$ cat src/verilog/vcs_pkg.sv
package vcs_pkg;

   // ---------------------------------------------
   // Register bus layout
   // ---------------------------------------------
   localparam int ADDR_W = 4;
   localparam int DATA_W = 8;
   localparam logic [3:0] ADDR_MISC = 4'h0;
   localparam logic [3:0] ADDR_SETUP1 = 4'h4;
   localparam logic [3:0] ADDR_SETUP2 = 4'h8;
   localparam logic [3:0] ADDR_CONFIG = 4'hc;
   localparam logic [7:0] RD_UNMAPPED = 8'h00;

   // ---------------------------------------------
   // Reset values and field positions
   // ---------------------------------------------
   localparam logic [7:0] RST_MISC = 8'h00;
   localparam logic [7:0] RST_SETUP = 8'h00;
   localparam logic [7:0] RST_CONFIG = 8'h00;
   localparam int CFG_DIR_BIT = 3;
   localparam int SETUP2_CLK2_BIT = 1;
   localparam int MISC_SEL_LO = 2;
   localparam int MISC_SEL_HI = 3;
   localparam logic [1:0] SEL_PRIMARY = 2'h0;
   localparam logic [1:0] SEL_SECOND = 2'h1;
   localparam logic [1:0] SEL_THIRD = 2'h2;

   // ---------------------------------------------
   // Host port and timing
   // ---------------------------------------------
   localparam logic [15:0] MISC_IO_PORT = 16'h03c2;
   localparam logic [9:0] PIX_PRIMARY = 10'h280;
   localparam logic [9:0] PIX_SECOND = 10'h2d0;
   localparam int PRIMARY_FREQ_KHZ = 25175;
   localparam int SECOND_FREQ_KHZ = 28322;
   localparam int RESET_MIN_CYCLES = 10;

   // ---------------------------------------------
   // Types
   // ---------------------------------------------
   typedef enum logic [1:0] {SRC_PRIMARY, SRC_SECOND, SRC_THIRD} vcs_src_t;

   typedef struct packed {
      logic [3:0] addr;
      logic [7:0] wdata;
      logic wr;
      logic rd;
   } vcs_reg_req_t;

   typedef struct packed {
      logic wr;
      logic [15:0] addr;
      logic [7:0] data;
   } vcs_io_req_t;

   typedef struct packed {
      logic in;
      logic out;
      logic oe;
   } vcs_pin_t;

endpackage

$ cat src/verilog/vcs_clock_select.sv
`timescale 1ns/1ps
module vcs_clock_select
(
   input wire logic clk,
   input wire logic rst_b,
   input wire logic [15:0] memDataBus,
   input wire vcs_pkg::vcs_io_req_t ioReq,
   input wire vcs_pkg::vcs_reg_req_t regReq,
   output logic [7:0] regRdData,
   input wire logic primaryVideoClock,
   input wire logic secondVideoClockIn,
   output logic secondVideoClockOut,
   output logic secondVideoClockOe,
   input wire logic thirdVideoClockIn,
   output logic thirdVideoClockOut,
   output logic thirdVideoClockOe,
   output vcs_pkg::vcs_src_t clkSelect,
   output logic [9:0] pixelsPerLine,
   output logic selClkLevel
);

   // ---------------------------------------------
   // State
   // ---------------------------------------------
   typedef struct packed {
      logic strapDone;
      logic [7:0] setup1;
      logic [7:0] setup2;
      logic [7:0] cfgReg;
      logic [7:0] misc;
      logic clk1Low;
      vcs_pkg::vcs_src_t clkSel;
      logic [9:0] pixels;
      logic [7:0] rdData;
      logic clkLevel;
   } vcs_state_t;

   typedef struct packed {
      logic [15:0] md;
      vcs_pkg::vcs_io_req_t io;
      logic [2:0] vclk;
   } vcs_sync_t;

   vcs_state_t st_r;
   vcs_state_t st_nxt;
   vcs_sync_t syA_r;
   vcs_sync_t syB_r;
   logic ioHit;
   logic outMode;

   // ---------------------------------------------
   // Pin synchronisers
   // ---------------------------------------------
   // Left free of reset so the strap levels are settled at release
   always_ff @(posedge clk)
   begin
      syA_r.md <= memDataBus;
      syA_r.io <= ioReq;
      syA_r.vclk <= {thirdVideoClockIn, secondVideoClockIn,
                     primaryVideoClock};
      syB_r <= syA_r;
   end

   assign outMode = st_r.cfgReg[vcs_pkg::CFG_DIR_BIT];
   assign ioHit = syB_r.io.wr && (syB_r.io.addr == vcs_pkg::MISC_IO_PORT);

   // ---------------------------------------------
   // Next state
   // ---------------------------------------------
   always_comb
   begin
      st_nxt = st_r;
      st_nxt.rdData = vcs_pkg::RD_UNMAPPED;
      // Strap capture at the first edge after release
      if (!st_r.strapDone)
      begin
         st_nxt.strapDone = 1'b1;
         st_nxt.setup1 = syB_r.md[15:8];
         st_nxt.cfgReg = ~syB_r.md[7:0];
      end
      // Host writes to the misc output port
      if (ioHit)
      begin
         st_nxt.misc = syB_r.io.data;
      end
      st_nxt.clk1Low = ioHit && outMode;
      // Software writes, strapped values hold otherwise
      if (regReq.wr && st_r.strapDone)
      begin
         case (regReq.addr)
            vcs_pkg::ADDR_MISC: st_nxt.misc = regReq.wdata;
            vcs_pkg::ADDR_SETUP1: st_nxt.setup1 = regReq.wdata;
            vcs_pkg::ADDR_SETUP2: st_nxt.setup2 = regReq.wdata;
            default: st_nxt.setup2 = st_r.setup2;
         endcase
      end
      if (regReq.rd)
      begin
         case (regReq.addr)
            vcs_pkg::ADDR_MISC: st_nxt.rdData = st_r.misc;
            vcs_pkg::ADDR_SETUP1: st_nxt.rdData = st_r.setup1;
            vcs_pkg::ADDR_SETUP2: st_nxt.rdData = st_r.setup2;
            vcs_pkg::ADDR_CONFIG: st_nxt.rdData = st_r.cfgReg;
            default: st_nxt.rdData = vcs_pkg::RD_UNMAPPED;
         endcase
      end
      // Clock source selection
      if (outMode)
      begin
         st_nxt.clkSel = vcs_pkg::SRC_PRIMARY;
      end
      else
      begin
         case (st_r.misc[vcs_pkg::MISC_SEL_HI:vcs_pkg::MISC_SEL_LO])
            vcs_pkg::SEL_PRIMARY:
               st_nxt.clkSel = vcs_pkg::SRC_PRIMARY;
            vcs_pkg::SEL_SECOND: st_nxt.clkSel = vcs_pkg::SRC_SECOND;
            vcs_pkg::SEL_THIRD: st_nxt.clkSel = vcs_pkg::SRC_THIRD;
            default: st_nxt.clkSel = vcs_pkg::SRC_PRIMARY;
         endcase
      end
      // Line width and selected clock level
      case (st_r.clkSel)
         vcs_pkg::SRC_PRIMARY:
         begin
            st_nxt.pixels = vcs_pkg::PIX_PRIMARY;
            st_nxt.clkLevel = syB_r.vclk[0];
         end
         vcs_pkg::SRC_SECOND:
         begin
            st_nxt.pixels = vcs_pkg::PIX_SECOND;
            st_nxt.clkLevel = syB_r.vclk[1];
         end
         vcs_pkg::SRC_THIRD:
         begin
            st_nxt.pixels = vcs_pkg::PIX_PRIMARY;
            st_nxt.clkLevel = syB_r.vclk[2];
         end
         default:
         begin
            st_nxt.pixels = vcs_pkg::PIX_PRIMARY;
            st_nxt.clkLevel = syB_r.vclk[0];
         end
      endcase
   end

   // ---------------------------------------------
   // State register
   // ---------------------------------------------
   // All timing runs on the memory clock
   always_ff @(posedge clk or negedge rst_b)
   begin
      if (!rst_b)
      begin
         st_r.strapDone <= 1'b0;
         st_r.setup1 <= vcs_pkg::RST_SETUP;
         st_r.setup2 <= vcs_pkg::RST_SETUP;
         st_r.cfgReg <= vcs_pkg::RST_CONFIG;
         st_r.misc <= vcs_pkg::RST_MISC;
         st_r.clk1Low <= 1'b0;
         st_r.clkSel <= vcs_pkg::SRC_PRIMARY;
         st_r.pixels <= vcs_pkg::PIX_PRIMARY;
         st_r.rdData <= vcs_pkg::RD_UNMAPPED;
         st_r.clkLevel <= 1'b0;
      end
      else
      begin
         st_r <= st_nxt;
      end
   end

   // ---------------------------------------------
   // Outputs
   // ---------------------------------------------
   assign regRdData = st_r.rdData;
   assign secondVideoClockOe = outMode;
   assign thirdVideoClockOe = outMode;
   assign secondVideoClockOut = !st_r.clk1Low;
   assign thirdVideoClockOut =
      st_r.setup2[vcs_pkg::SETUP2_CLK2_BIT];
   assign clkSelect = st_r.clkSel;
   assign pixelsPerLine = st_r.pixels;
   assign selClkLevel = st_r.clkLevel;
endmodule

$ cat config.mk
export PLATFORM = sky130hd
export DESIGN_NAME = vcs_clock_select
export DESIGN_NICKNAME = d
export VERILOG_FILES = /design/src/verilog/vcs_pkg.sv /design/src/verilog/vcs_clock_select.sv
export SDC_FILE = /design/constraint.sdc
export NUM_CORES = 1
export LEC_CHECK = 0
export ABC_AREA = 0
export BUFFER_PORTS_ARGS = -buffer_cell sky130_fd_sc_hd__clkbuf_2
export CAP_MARGIN = 0
export CORE_MARGIN = 3
export CORE_UTILIZATION = 36
export CTS_BUF_LIST = sky130_fd_sc_hd__clkbuf_2
export DETAILED_ROUTE_END_ITERATION = 8
export SETUP_SLACK_MARGIN = 0.1
export SYNTH_ARGS = -nofsm -noshare
export SYNTH_HDL_FRONTEND = slang
export SYNTH_SLANG_ARGS = --single-unit
$ cat constraint.sdc
create_clock -name clk -period 1.25 [get_ports clk]
set_input_delay 0.3125 -clock clk [delete_from_list [all_inputs] [get_ports clk]]
set_output_delay 0.3125 -clock clk [all_outputs]
set_load 0.005 [all_outputs]
# Word-level counts from Yosys, hierarchy flattened
# Cells that the tools add are included.
# classes
n_eq_ne	8
mux	13
n_bitwise	1
reduce_logical	6
# ops
cell	count
$mux W8	7
$pmux W8 S4	1
$eq A16 B10 Y1 const B	1
$mux W16	1
$eq A4 B4 Y1 const B	2
$not A8 Y8	1
$mux W7	1
$eq A2 B1 Y1 const B	2
$eq A2 B2 Y1 const B	2
$eq A4 B3 Y1 const B	1
$logic_not A4 Y1	1
$pmux W2 S2	1
$logic_and A1 B1 Y1	3
$mux W2	1
$pmux W1 S2	1
$reduce_and A2 Y1	1
$logic_not A1 Y1	1
# word_totals
regBits	143
in_bits	60
elab_cells	48

# Logic depth before layout (Yosys ltp)
# Gate-level depths: netlist (run 1).
# logic_depth
word_depth	5
mapped_depth	6
ltp_nobuf	4

# Worst setup path before layout (run 1)
# No wires, ideal clock.
# synth_timing
kind	input-to-reg
start	in regReq[11] in the netlist's numbering
end	reg st_r[38] in the netlist's numbering
arrival_ns	1.311
slack_ns	-0.187
stages	6
path_buffers	2
path_cell_list	nor2_1 -> and2_4 -> buf_6 -> and4b_1 -> buf_6 -> mux2_4
# synth_between
elab_chain_len	2
# synth_rtl
element	line	text
start: declaration	vcs_clock_select.sv:8	input wire vcs_pkg::vcs_reg_req_t regReq,
$eq A4 B4 Y1	vcs_clock_select.sv:90	case (regReq.addr)
$reduce_and A2 Y1 (no source line)	--	
end signal: assignment	vcs_clock_select.sv:168	st_r <= st_nxt;
end: declaration	vcs_clock_select.sv:44	vcs_state_t st_r;
# No other way between the ends.
# A chain may end at the register's enable or synchronous reset.

# Worst setup path in the final report (run 1)
# layout_timing
start	reg st_r (netlist bit secondVideoClockOe)
end	out thirdVideoClockOe
# layout_rtl
element	line	text
end: declaration	vcs_clock_select.sv:16	output logic thirdVideoClockOe,
# No word-level cell between the ends.

==> summary.md, run 1 <==
| Metric | Value |
|---|---|
| Outcome | complete, but fails checks |
| Failing checks | negative setup slack |
| Mean post-synth cell area | 13.7 um^2 |
| Fin Hold WS | 0.117 ns |
| Hold Path Cell Cnt | 4 |
| Cells on worst reg2reg path | 6 |
| Hold_sp | regReq[1] |
| Sequential cell area | 2920 um^2 |
| Starting Density | 37.7% |
| GRT overflow | 0 |
| PD cells | 1400 nW/um^2 |
| Number of vias per cell | 4.28 |
| Layout filler cell count | 1017 |
| Yosys cell types | 36 |
| Top cells by area, synth | dfxtp_1 42%, dfrtp_1 27%, buf_4 3.8%, mux2i_1 3.6%, mux2_4 2.9% |
| Deepest clock path buffer count | 2 |
| P&R area growth vs syn | 36.5% |
| Chip width | 114 um |
| Post-synth top area cell | dfxtp_1 |
| Post-DR wirelength/cell | 13.2 um |
| Skew-Pair Late Insertion Delay | 0.63 ns |
| WS Path Type | reg -> out |
| CP Max Fanout | 3 |
| Leak pwr | 2.57 nW |
| Worst clock skew | 0.0235 ns |
| Die area | 13000 um^2 |
| Seq/Total Area, Yosys | 69.4% |
| ANT nets after route | 0 |
| Root Buffer | clkbuf_2 |
| Largest net degree at the start of global routing | 47 |
| Num CTS Buffers | 17 |
| DRT iter0 DRCs | 89 |
| Rows | 38 |
| Post-route design area | 5730 um^2 |
| Area post-placement | 4720 um^2 |
| Die Y | 114 um |
| Max_cap viols | 0 |
| Sink Count | 134 |
| Vias in the first global route | 2697 |
| Hold EP | st_r[23]$_DFF_PN0_ |
| Detail Placement HPWL | 5520 um |
| Clock period minus worst slack | 1.61 ns |
| Finished Core Util | 51.5% |
| RSZ-0062 raised after global routing | true |
| Warnings, synthesis | 0 |
| Tot Pwr | 8.04 mW |
| CP startpoint kind | flop |
| VDD IR max | 0.000985 V |
| Htree depth | 4 |
| Share of post-route cells with drive strength above 1 | 41.6% |
| DR pass1 iterations | 4 |
| Hold Fails Final Rpt | 0 |
| # diodes | 0 |
| Commonest non-fill, non-tap cell in the layout | clkbuf_2 |
| Req. time, crit path | 0.94 ns |
| First-pass GRT wire length | 12800 um |
| R2r startpoint | syB_r[14]$_DFF_P_ |
| Fin. max-slew vios | 0 |
| Worst r2r dst | st_r[25]$_DFF_PN0_ |
| Setup crit end kind | output pin |
| Hold Crit Class | in -> reg |
| DR vias | 2616 |
| Core Box Area | 11100 um^2 |
| Total negative slack | -4.81 ns |
| Synth Cell Area | 4200 um^2 |
| Initial antenna violation count | 0 |
| CTS tree | yes |
| Most frequent cells in the layout | 91 x clkbuf_2, 86 x dfxtp_1, 53 x dlygate4sd3_1, 46 x dfrtp_1, 17 x buf_4 |
| Register bit total from synthesis | 134 |
| R2r setup slk | -0.13 ns |
| Remaining DRCs | 0 |
| Post-synthesis cell count | 306 |
| Layout Nets | 521 |
| Tot GR Track Use | 12.8% |
| # port buffers | 76 |
| Multi-input logic area | 1180 um^2 |
| WP data arrival | 1.30 ns |
| Final period utilization | 129% |
| Fmax | 620 MHz |
| Clock-pin slew on the worst setup and hold paths | 0.20 ns |
| Final number of setup-violating endpoints | 27 |
| Number of top-level pins | 85 |
| DRT Wirelength | 8050 um |
| Worst setup margin | -0.362 ns |
| GPL Wtd Cong | 0.800 |
| Synth top area share | 42.0% |
-- flip-flops by register name (all words and copies together) (netlist names) --
| name | cells |
|---|---|
| clkSelect | 2 |
| syA_r | 44 |
| secondVideoClockOe | 1 |
| regRdData | 8 |
| st_r | 32 |
| selClkLevel | 1 |
| syB_r | 44 |
| pixelsPerLine | 1 |
| thirdVideoClockOut | 1 |
-- layout make-up --
| type | count | share of cell area, % |
|---|---|---|
| clock buffer | 17 | 1.49 |
| clock inverter | 14 | 2.43 |
| inverter | 10 | 0.655 |
| multi-input combinational | 138 | 20.6 |
| sequential | 134 | 50.9 |
| tap | 140 | 3.06 |
| timing repair buffer | 158 | 20.9 |
-- cell usage after synthesis (all sizes together) --
master,n
a21oi,8
a22oi,9
a31oi,8
and2,2
and3,1
and4,1
and4b,2
buf,29
clkbuf,2
conb,2
dfrtp,46
dfxtp,88
ha,2
inv,10
mux2,16
mux2i,15
nand2,19
nand2b,1
nand3,1
nand4,1
nand4b,8
nor2,9
nor2b,1
nor3,1
nor3b,2
nor4,3
nor4b,1
o21ai,18
-- kinds of logic after synthesis --
group                      Yosys count  synth area share (%)
other                                2                 0.179
adders and majority gates            2                 0.596
and+or+nand+nor                     53                  7.90
DFF                                134                  69.4
buffers and inverters               41                  6.71
AOI/OAI and AO/OA                   43                  6.62
muxes                               31                  8.59
-- through the flow --
stage          worst slack [ns]  std cells
2_1_floorplan            -0.147        313
3_3_place_gp             -0.275        516
3_5_place_dp             -0.284        516
4_1_cts                  -0.439        605
5_1_grt                  -0.497        611
6_report                 -0.362        611
-- what timing repair did --
| action | 4_1_cts | 5_1_grt |
|---|---|---|
| pin swaps | 19 | 12 |
| hold buffers | 53 | 0 |
| cloned | 0 | 0 |
| setup endpoints to repair | 37 | 44 |
| buffers inserted | 5 | 7 |
| resized for setup | 20 | 31 |
| hold endpoints to repair | 114 | 0 |
-- metal layers --
metal | track usage [%] | share of wire (%) | wire length [um]
met5 | 0 | 0 | 0
met4 | 4.99 | 1.4 | 116
met3 | 4.30 | 5.0 | 406
met2 | 20.9 | 49 | 3910
met1 | 15.7 | 45 | 3620
-- report_power, final --
group | switching [mW] | internal [mW]
Combinational | 0.329 | 0.530
Sequential | 0.171 | 4.62
Clock | 1.62 | 0.768
Total | 2.12 | 5.92
-- critical path, cell delays in order (launching register included) --
cell and delay [ns]:
dfrtp_1 0.44, buf_6 0.13, buf_6 0.10
-- worst max-delay path by stage --
stage / cells past startpoint / end / slack, ns / start
global route: 2 / secondVideoClockOe / -0.50 / secondVideoClockOe$_DFFE_PN0N_
detailed placement: 6 / st_r[44]$_DFFE_PN0P_ / -0.28 / regReq[11]
global placement: 6 / st_r[44]$_DFFE_PN0P_ / -0.28 / regReq[11]
finish: 2 / thirdVideoClockOe / -0.36 / secondVideoClockOe$_DFFE_PN0N_
CTS: 2 / thirdVideoClockOe / -0.44 / secondVideoClockOe$_DFFE_PN0N_
floorplan: 6 / st_r[38]$_DFFE_PN0P_ / -0.15 / regReq[11]
(Power assumes the default switching activity.)
==> inputs of run 2 (changes only) <==
--- a/config.mk
+++ b/config.mk
@@ -12,6 +12,7 @@
 export CORE_UTILIZATION = 36
 export CTS_BUF_LIST = sky130_fd_sc_hd__clkbuf_2
 export DETAILED_ROUTE_END_ITERATION = 8
+export RECOVER_POWER = 25
 export SETUP_SLACK_MARGIN = 0.1
 export SYNTH_ARGS = -nofsm -noshare
 export SYNTH_HDL_FRONTEND = slang
==> constraint.sdc (replaced) <==
create_clock -name clk -period 1.25 [get_ports clk]
set_input_delay 0.25 -clock clk [delete_from_list [all_inputs] [get_ports clk]]
set_output_delay 0.25 -clock clk [all_outputs]
set_load 0.005 [all_outputs]
==> run 2 against run 1 <==
Compared with the run above: the run still ends with negative setup slack left; sequential share of layout area shrank 0.69 points; hold slack worse by 0.0074 ns; clock power rose by 23%; cell count is 0.16% higher; first-iteration DRC count up 78%; die area stayed put; sequential power hardly changed; global-route usage is 0.51 points higher; total power grew 6.5%; flip-flop and latch count unchanged; setup slack gained 0.044 ns; highest routed layer unchanged.
==> summary.md, run 2 (same netlist as run 1, synthesis figures left out) <==
| Metric | Value |
|---|---|
| Hold Crit Class | in -> reg (unchanged) |
| RSZ-0062 raised after global routing | true (unchanged) |
| Crit-path slowest cell | dfrtp_1 (unchanged) |
| R2r setup slk | -0.13 ns (about the same) |
| VDD IR max | 0.00126 V (was 0.000985 V) |
| CP startpoint kind | flop (unchanged) |
| GRT overflow | 0 (unchanged) |
| Htree depth | 4 (unchanged) |
| Fin Hold WS | 0.110 ns (was 0.117 ns) |
| Part of the power in combinational logic | 9.5% (was 10.7%) |
| CP Max Fanout | 3 (unchanged) |
| P&R area growth vs syn | 38.3% (was 36.5%) |
| # diodes | 0 (unchanged) |
| Detail Placement HPWL | 5420 um (was 5520 um) |
| CP cell instances | buf_6 -> clkbuf_2 (was buf_6 -> buf_6) |
| DR pass1 iterations | 4 (unchanged) |
| Req. time, crit path | 1.00 ns (was 0.94 ns) |
| Hold Fails Final Rpt | 0 (unchanged) |
| Tot Pwr | 8.56 mW (was 8.04 mW) |
| Failing checks | negative setup slack (unchanged) |
| Root Buffer | clkbuf_2 (unchanged) |
| Number of vias per cell | 4.42 (was 4.28) |
| PD cells | 1470 nW/um^2 (was 1400 nW/um^2) |
| Vias in the first global route | 2748 (was 2697) |
| Core Box Area | 11100 um^2 (unchanged) |
| Leak pwr | 2.64 nW (was 2.57 nW) |
| Sequential share of power | 56.0% (was 59.6%) |
| Rows | 38 (unchanged) |
| Post-DR wirelength/cell | 13.5 um (was 13.2 um) |
| Switching Share | 25.9% (was 26.4%) |
| Die area | 13000 um^2 (unchanged) |
| Critical path's largest stage delay | 0.44 ns (about the same) |
| Max_cap viols | 0 (unchanged) |
| Outcome | complete, but fails checks (unchanged) |
| Sink Count | 134 (unchanged) |
| DRT Wirelength | 8280 um (was 8050 um) |
| WP data arrival | 1.32 ns (was 1.30 ns) |
| Internal power | 6.34 mW (was 5.92 mW) |
| Initial antenna violation count | 0 (unchanged) |
| Num CTS Buffers | 17 (unchanged) |
| Commonest non-fill, non-tap cell in the layout | clkbuf_2 (unchanged) |
| Skew-Pair Late Insertion Delay | 0.65 ns (was 0.63 ns) |
| Chip width | 114 um (unchanged) |
| Share of post-route cells with drive strength above 1 | 39.4% (was 41.6%) |
| Setup crit end kind | output pin (unchanged) |
| DP Worst Slack | -0.230 ns (was -0.284 ns) |
| Deepest clock path buffer count | 2 (unchanged) |
| Fin. max-slew vios | 0 (unchanged) |
| # port buffers | 76 (unchanged) |
| Final number of setup-violating endpoints | 27 (unchanged) |
| Clock-pin slew on the worst setup and hold paths | 0.22 ns (was 0.20 ns) |
| Final period utilization | 125% (was 129%) |
| First-pass GRT wire length | 13200 um (was 12800 um) |
| Clock period minus worst slack | 1.57 ns (was 1.61 ns) |
| Starting Density | 37.7% (unchanged) |
| Largest net degree at the start of global routing | 47 (unchanged) |
| CTS tree | yes (unchanged) |
| WS Path Type | reg -> out (unchanged) |
| Net load switching power | 2.22 mW (was 2.12 mW) |
| Finished Core Util | 52.2% (was 51.5%) |
| Worst setup margin | -0.319 ns (was -0.362 ns) |
| DR vias | 2703 (was 2616) |
| Worst clock skew | 0.0161 ns (was 0.0235 ns) |
| Biggest regs | syA_r x44, syB_r x44, st_r x32 (unchanged) |
| GPL Wtd Cong | 0.786 (was 0.800) |
| Number of top-level pins | 85 (unchanged) |
| Remaining DRCs | 0 (unchanged) |
| Clock share of power | 34.5% (was 29.7%) |
| Most frequent cells in the layout | 93 x clkbuf_2, 86 x dfxtp_1, 56 x dlygate4sd3_1, 46 x dfrtp_1, 16 x o21ai_2 (was 91 x clkbuf_2, 86 x dfxtp_1, 53 x dlygate4sd3_1, 46 x dfrtp_1, 17 x buf_4) |
| Fmax | 637 MHz (was 620 MHz) |
| Layout Nets | 521 (unchanged) |
| Tot GR Track Use | 13.3% (was 12.8%) |
| ANT nets after route | 0 (unchanged) |
| DRT iter0 DRCs | 158 (was 89) |
| Die Y | 114 um (unchanged) |
run 2: stage by stage:
stage | std cells | instance area [um^2] | setup TNS (ns)
floorplan | 313 | 4270 | -1.35
global placement | 513 | 4720 | -3.79
detailed placement | 513 | 4720 | -4.24
CTS | 605 | 5650 | -5.91
global route | 612 | 5810 | -7.28
finish | 612 | 5810 | -4.03
run 2: layout make-up:
cell class / count / area (um^2)
fill: 938 / 5320
sequential: 134 / 2920
timing repair buffer: 158 / 1230
multi-input combinational: 138 / 1160
clock inverter: 15 / 203
tap: 140 / 175
clock buffer: 17 / 85.1
inverter: 10 / 37.5
run 2: worst max-delay path, delay by kind of cell (launching register included):
family,cells,cell delay [ns]
flip-flops,1,0.44
buffers and inverters,2,0.22
run 2: what timing repair did:
item / CTS / global route
resized for setup: 23 / 21
hold buffers: 55 / 1
hold endpoints to repair: 119 / 2
cloned: 1 / 1
endpoints found under the setup margin: 42 / 42
setup buffers: 4 / 6
pin swaps: 21 / 19
run 2: path summary, 6_finish.rpt:
kind,depth (start not counted),end,startpoint
worst max-delay path,2,thirdVideoClockOe,secondVideoClockOe$_DFFE_PN0N_
worst min-delay path,5,st_r[28]$_DFF_PN0_,regReq[13]
worst max register to register,5,st_r[21]$_DFF_PN0_,syB_r[14]$_DFF_P_
worst min register to register,0,syB_r[41]$_DFF_P_,syA_r[41]$_DFF_P_
max in group asynchronous,4,st_r[32]$_DFFE_PN0N_,rst_b
min in group asynchronous,4,st_r[36]$_DFFE_PN0N_,rst_b
run 2: routing by layer:
| layer | vias to the layer above | global-route usage [%] | wire length [um] |
|---|---|---|---|
| met5 | - | 0 | 0 |
| met4 | 0 | 5.15 | 147 |
| met3 | 15 | 5.25 | 517 |
| met2 | 92 | 21.2 | 4000 |
| met1 | 1266 | 16.3 | 3620 |
| li1 | 1330 | - | - |
run 2: power groups by stage:
stage          Clock (mW)  Combinational [mW]  Sequential, mW
2_1_floorplan           0               0.385            4.80
3_3_place_gp            0               0.576            4.86
3_5_place_dp            0               0.593            4.86
4_1_cts              3.04               0.770            4.79
5_1_grt              3.22               0.900            4.83
6_report             2.95               0.814            4.80
==> inputs of run 3 (changes only) <==
==> constraint.sdc (replaced) <==
create_clock -name clk -period 1.83 [get_ports clk]
set_input_delay 0.366 -clock clk [delete_from_list [all_inputs] [get_ports clk]]
set_output_delay 0.366 -clock clk [all_outputs]
set_load 0.005 [all_outputs]
==> run 3 against run 2 <==
Compared with the run above: the run now ends clean; sequential power down 32%; wire length down 4.6%; via count decreased by 3.9%; clock-buffer cell count unchanged; critical endpoint unchanged; die area is the same; largest cell class unchanged.
==> summary.md, run 3 (same netlist as run 1, synthesis figures left out) <==
| Metric | Value |
|---|---|
| Outcome | complete, no violations (was complete, but fails checks) |
| Multi-input logic area | 1030 um^2 (was 1160 um^2) |
| Num CTS Buffers | 17 (unchanged) |
| # placed instances | 508 (was 513) |
| Layout Nets | 504 (was 521) |
| WP data arrival | 1.31 ns (was 1.32 ns) |
| Detail Placement HPWL | 5350 um (was 5420 um) |
| Starting Density | 37.7% (unchanged) |
| Total negative slack | 0 ns (was -4.03 ns) |
| ANT nets after route | 0 (unchanged) |
| Root Buffer | clkbuf_2 (unchanged) |
| Core Box Area | 11100 um^2 (unchanged) |
| CP startpoint kind | flop (unchanged) |
| Crit-path slowest cell | dfrtp_2 (was dfrtp_1) |
| Die area | 13000 um^2 (unchanged) |
| Deepest clock path buffer count | 2 (unchanged) |
| Leak pwr | 2.45 nW (was 2.64 nW) |
| Commonest non-fill, non-tap cell in the layout | clkbuf_2 (unchanged) |
| CP cell instances | clkbuf_2 (was buf_6 -> clkbuf_2) |
| Clock period minus worst slack | 1.67 ns |
| Finished Core Util | 48.7% (was 52.2%) |
| Cells on worst reg2reg path | 4 (was 5) |
| GRT overflow | 0 (unchanged) |
| Max-slew headroom at the worst pin | 60.4% |
| DR pass1 iterations | 4 (unchanged) |
| Finished Layout Cells | 596 (was 612) |
| Tot GR Track Use | 13.2% (was 13.3%) |
| R2r setup slk | 0.31 ns (was -0.13 ns) |
| P&R area growth vs syn | 29.0% (was 38.3%) |
| Final number of setup-violating endpoints | 0 (was 27) |
| Fin. max-slew vios | 0 (unchanged) |
| Number of top-level pins | 85 (unchanged) |
| DR vias | 2598 (was 2703) |
| Hold Fails Final Rpt | 0 (unchanged) |
| Clock-pin slew on the worst setup and hold paths | 0.21 ns (was 0.22 ns) |
| Chip width | 114 um (unchanged) |
| WP buf/inv | 1 (was 2) |
| Worst-Margin Slew | 0.594 ns |
| Hold Path Cell Cnt | 3 (was 5) |
| DRT Wirelength | 7900 um (was 8280 um) |
| Setup crit end kind | output pin (unchanged) |
| Sink Count | 134 (unchanged) |
| Max_cap viols | 0 (unchanged) |
| Most frequent cells in the layout | 92 x clkbuf_2, 88 x dfxtp_1, 53 x dlygate4sd3_1, 45 x dfrtp_1, 19 x nand2_1 (was 93 x clkbuf_2, 86 x dfxtp_1, 56 x dlygate4sd3_1, 46 x dfrtp_1, 16 x o21ai_2) |
| Sequential cell area | 2910 um^2 (was 2920 um^2) |
| Hold Crit Class | in -> reg (unchanged) |
| Initial antenna violation count | 1 (was 0) |
| Rows | 38 (unchanged) |
| Layout filler cell count | 998 (was 938) |
| Crit path max-delay family | flip-flops (unchanged) |
| RSZ-0062 raised after global routing | true (unchanged) |
| Htree depth | 4 (unchanged) |
| Critical path's largest stage delay | 0.49 ns (was 0.44 ns) |
| Worst setup margin | 0.157 ns (was -0.319 ns) |
| Die Y | 114 um (unchanged) |
| Largest net degree at the start of global routing | 47 (unchanged) |
| WS Path Type | reg -> out (unchanged) |
| PD cells | 1010 nW/um^2 (was 1470 nW/um^2) |
| Worst clock skew | 0.0320 ns (was 0.0161 ns) |
| Req. time, crit path | 1.46 ns (was 1.00 ns) |
| Remaining DRCs | 0 (unchanged) |
| CP Max Fanout | 6 (was 3) |
| First-pass GRT wire length | 13000 um (was 13200 um) |
| DP Worst Slack | 0.204 ns (was -0.230 ns) |
| GPL Wtd Cong | 0.803 (was 0.786) |
| DRT iter0 DRCs | 183 (was 158) |
| Worst path depth | 1 (was 2) |
| Number of vias per cell | 4.36 (was 4.42) |
| Skew-Pair Late Insertion Delay | 0.71 ns (was 0.65 ns) |
| Post-DR wirelength/cell | 13.3 um (was 13.5 um) |
| Vias in the first global route | 2654 (was 2748) |
| Share of post-route cells with drive strength above 1 | 32.5% (was 39.4%) |
| Fmax | 598 MHz |
| CTS tree | yes (unchanged) |
| Final period utilization | 91.4% |
| Biggest regs | syA_r x44, syB_r x44, st_r x32 (unchanged) |
| # port buffers | 76 (unchanged) |
| VDD IR max | 0.000636 V (was 0.00126 V) |
run 3: final timing paths:
| path | endpoint | from |
|---|---|---|
| min in group asynchronous | st_r[24]$_DFF_PN0_ | rst_b |
| worst min register to register | syB_r[11]$_DFF_P_ | syA_r[11]$_DFF_P_ |
| max in group asynchronous | secondVideoClockOe$_DFFE_PN0N_ | rst_b |
| worst max register to register | st_r[24]$_DFF_PN0_ | syB_r[21]$_DFF_P_ |
| worst max-delay path | thirdVideoClockOe | secondVideoClockOe$_DFFE_PN0N_ |
| worst min-delay path | regRdData[7]$_DFF_PN0_ | regReq[0] |
run 3: cell type report:
cell class                      instances  share of cell area, %
Clock buffer                           17                   1.57
Antenna cell                            1                 0.0462
Timing Repair Buffer                  141                   18.7
Sequential cell                       134                   53.8
Tap cell                              140                   3.24
Multi-Input combinational cell        138                   19.0
Clock inverter                         15                   2.89
Inverter                               10                  0.693
run 3: power by group:
part / switching (mW) / leakage [nW] / internal, mW
registers: 0.107 / 1.30 / 3.16
logic: 0.187 / 1.01 / 0.291
clock network: 1.18 / 0.146 / 0.555
total: 1.48 / 2.45 / 4.00
run 3: what timing repair did:
action | CTS | global route
setup buffers | 0 | 2
hold buffers | 53 | 0
pin swaps | 0 | 1
resized for setup | 1 | 1
endpoints found under the setup margin | 2 | 12
cloned | 0 | 0
hold endpoints to repair | 114 | 0
run 3: metrics by stage:
step | instance area [um^2] | hold slack (ns) | total power, mW
2_1_floorplan | 4220 | 0.0704 | 3.54
3_3_place_gp | 4620 | 0.312 | 3.69
3_5_place_dp | 4620 | 0.312 | 3.71
4_1_cts | 5400 | 0.0476 | 5.54
5_1_grt | 5410 | 0.0691 | 5.76
6_report | 5410 | 0.0943 | 5.48
run 3: tightest hold or removal path, cell delays in order:
cell,delay (ns)
clkbuf_2,0.08
nand2_1,0.25
a21oi_1,0.08
run 3: metal layers:
metal,up-vias,global-route usage (%),routed length (um)
li1,1297,-,-
met1,1203,16.1,3470
met2,83,20.2,3750
met3,15,4.83,567
met4,0,7.28,120
met5,-,0,0
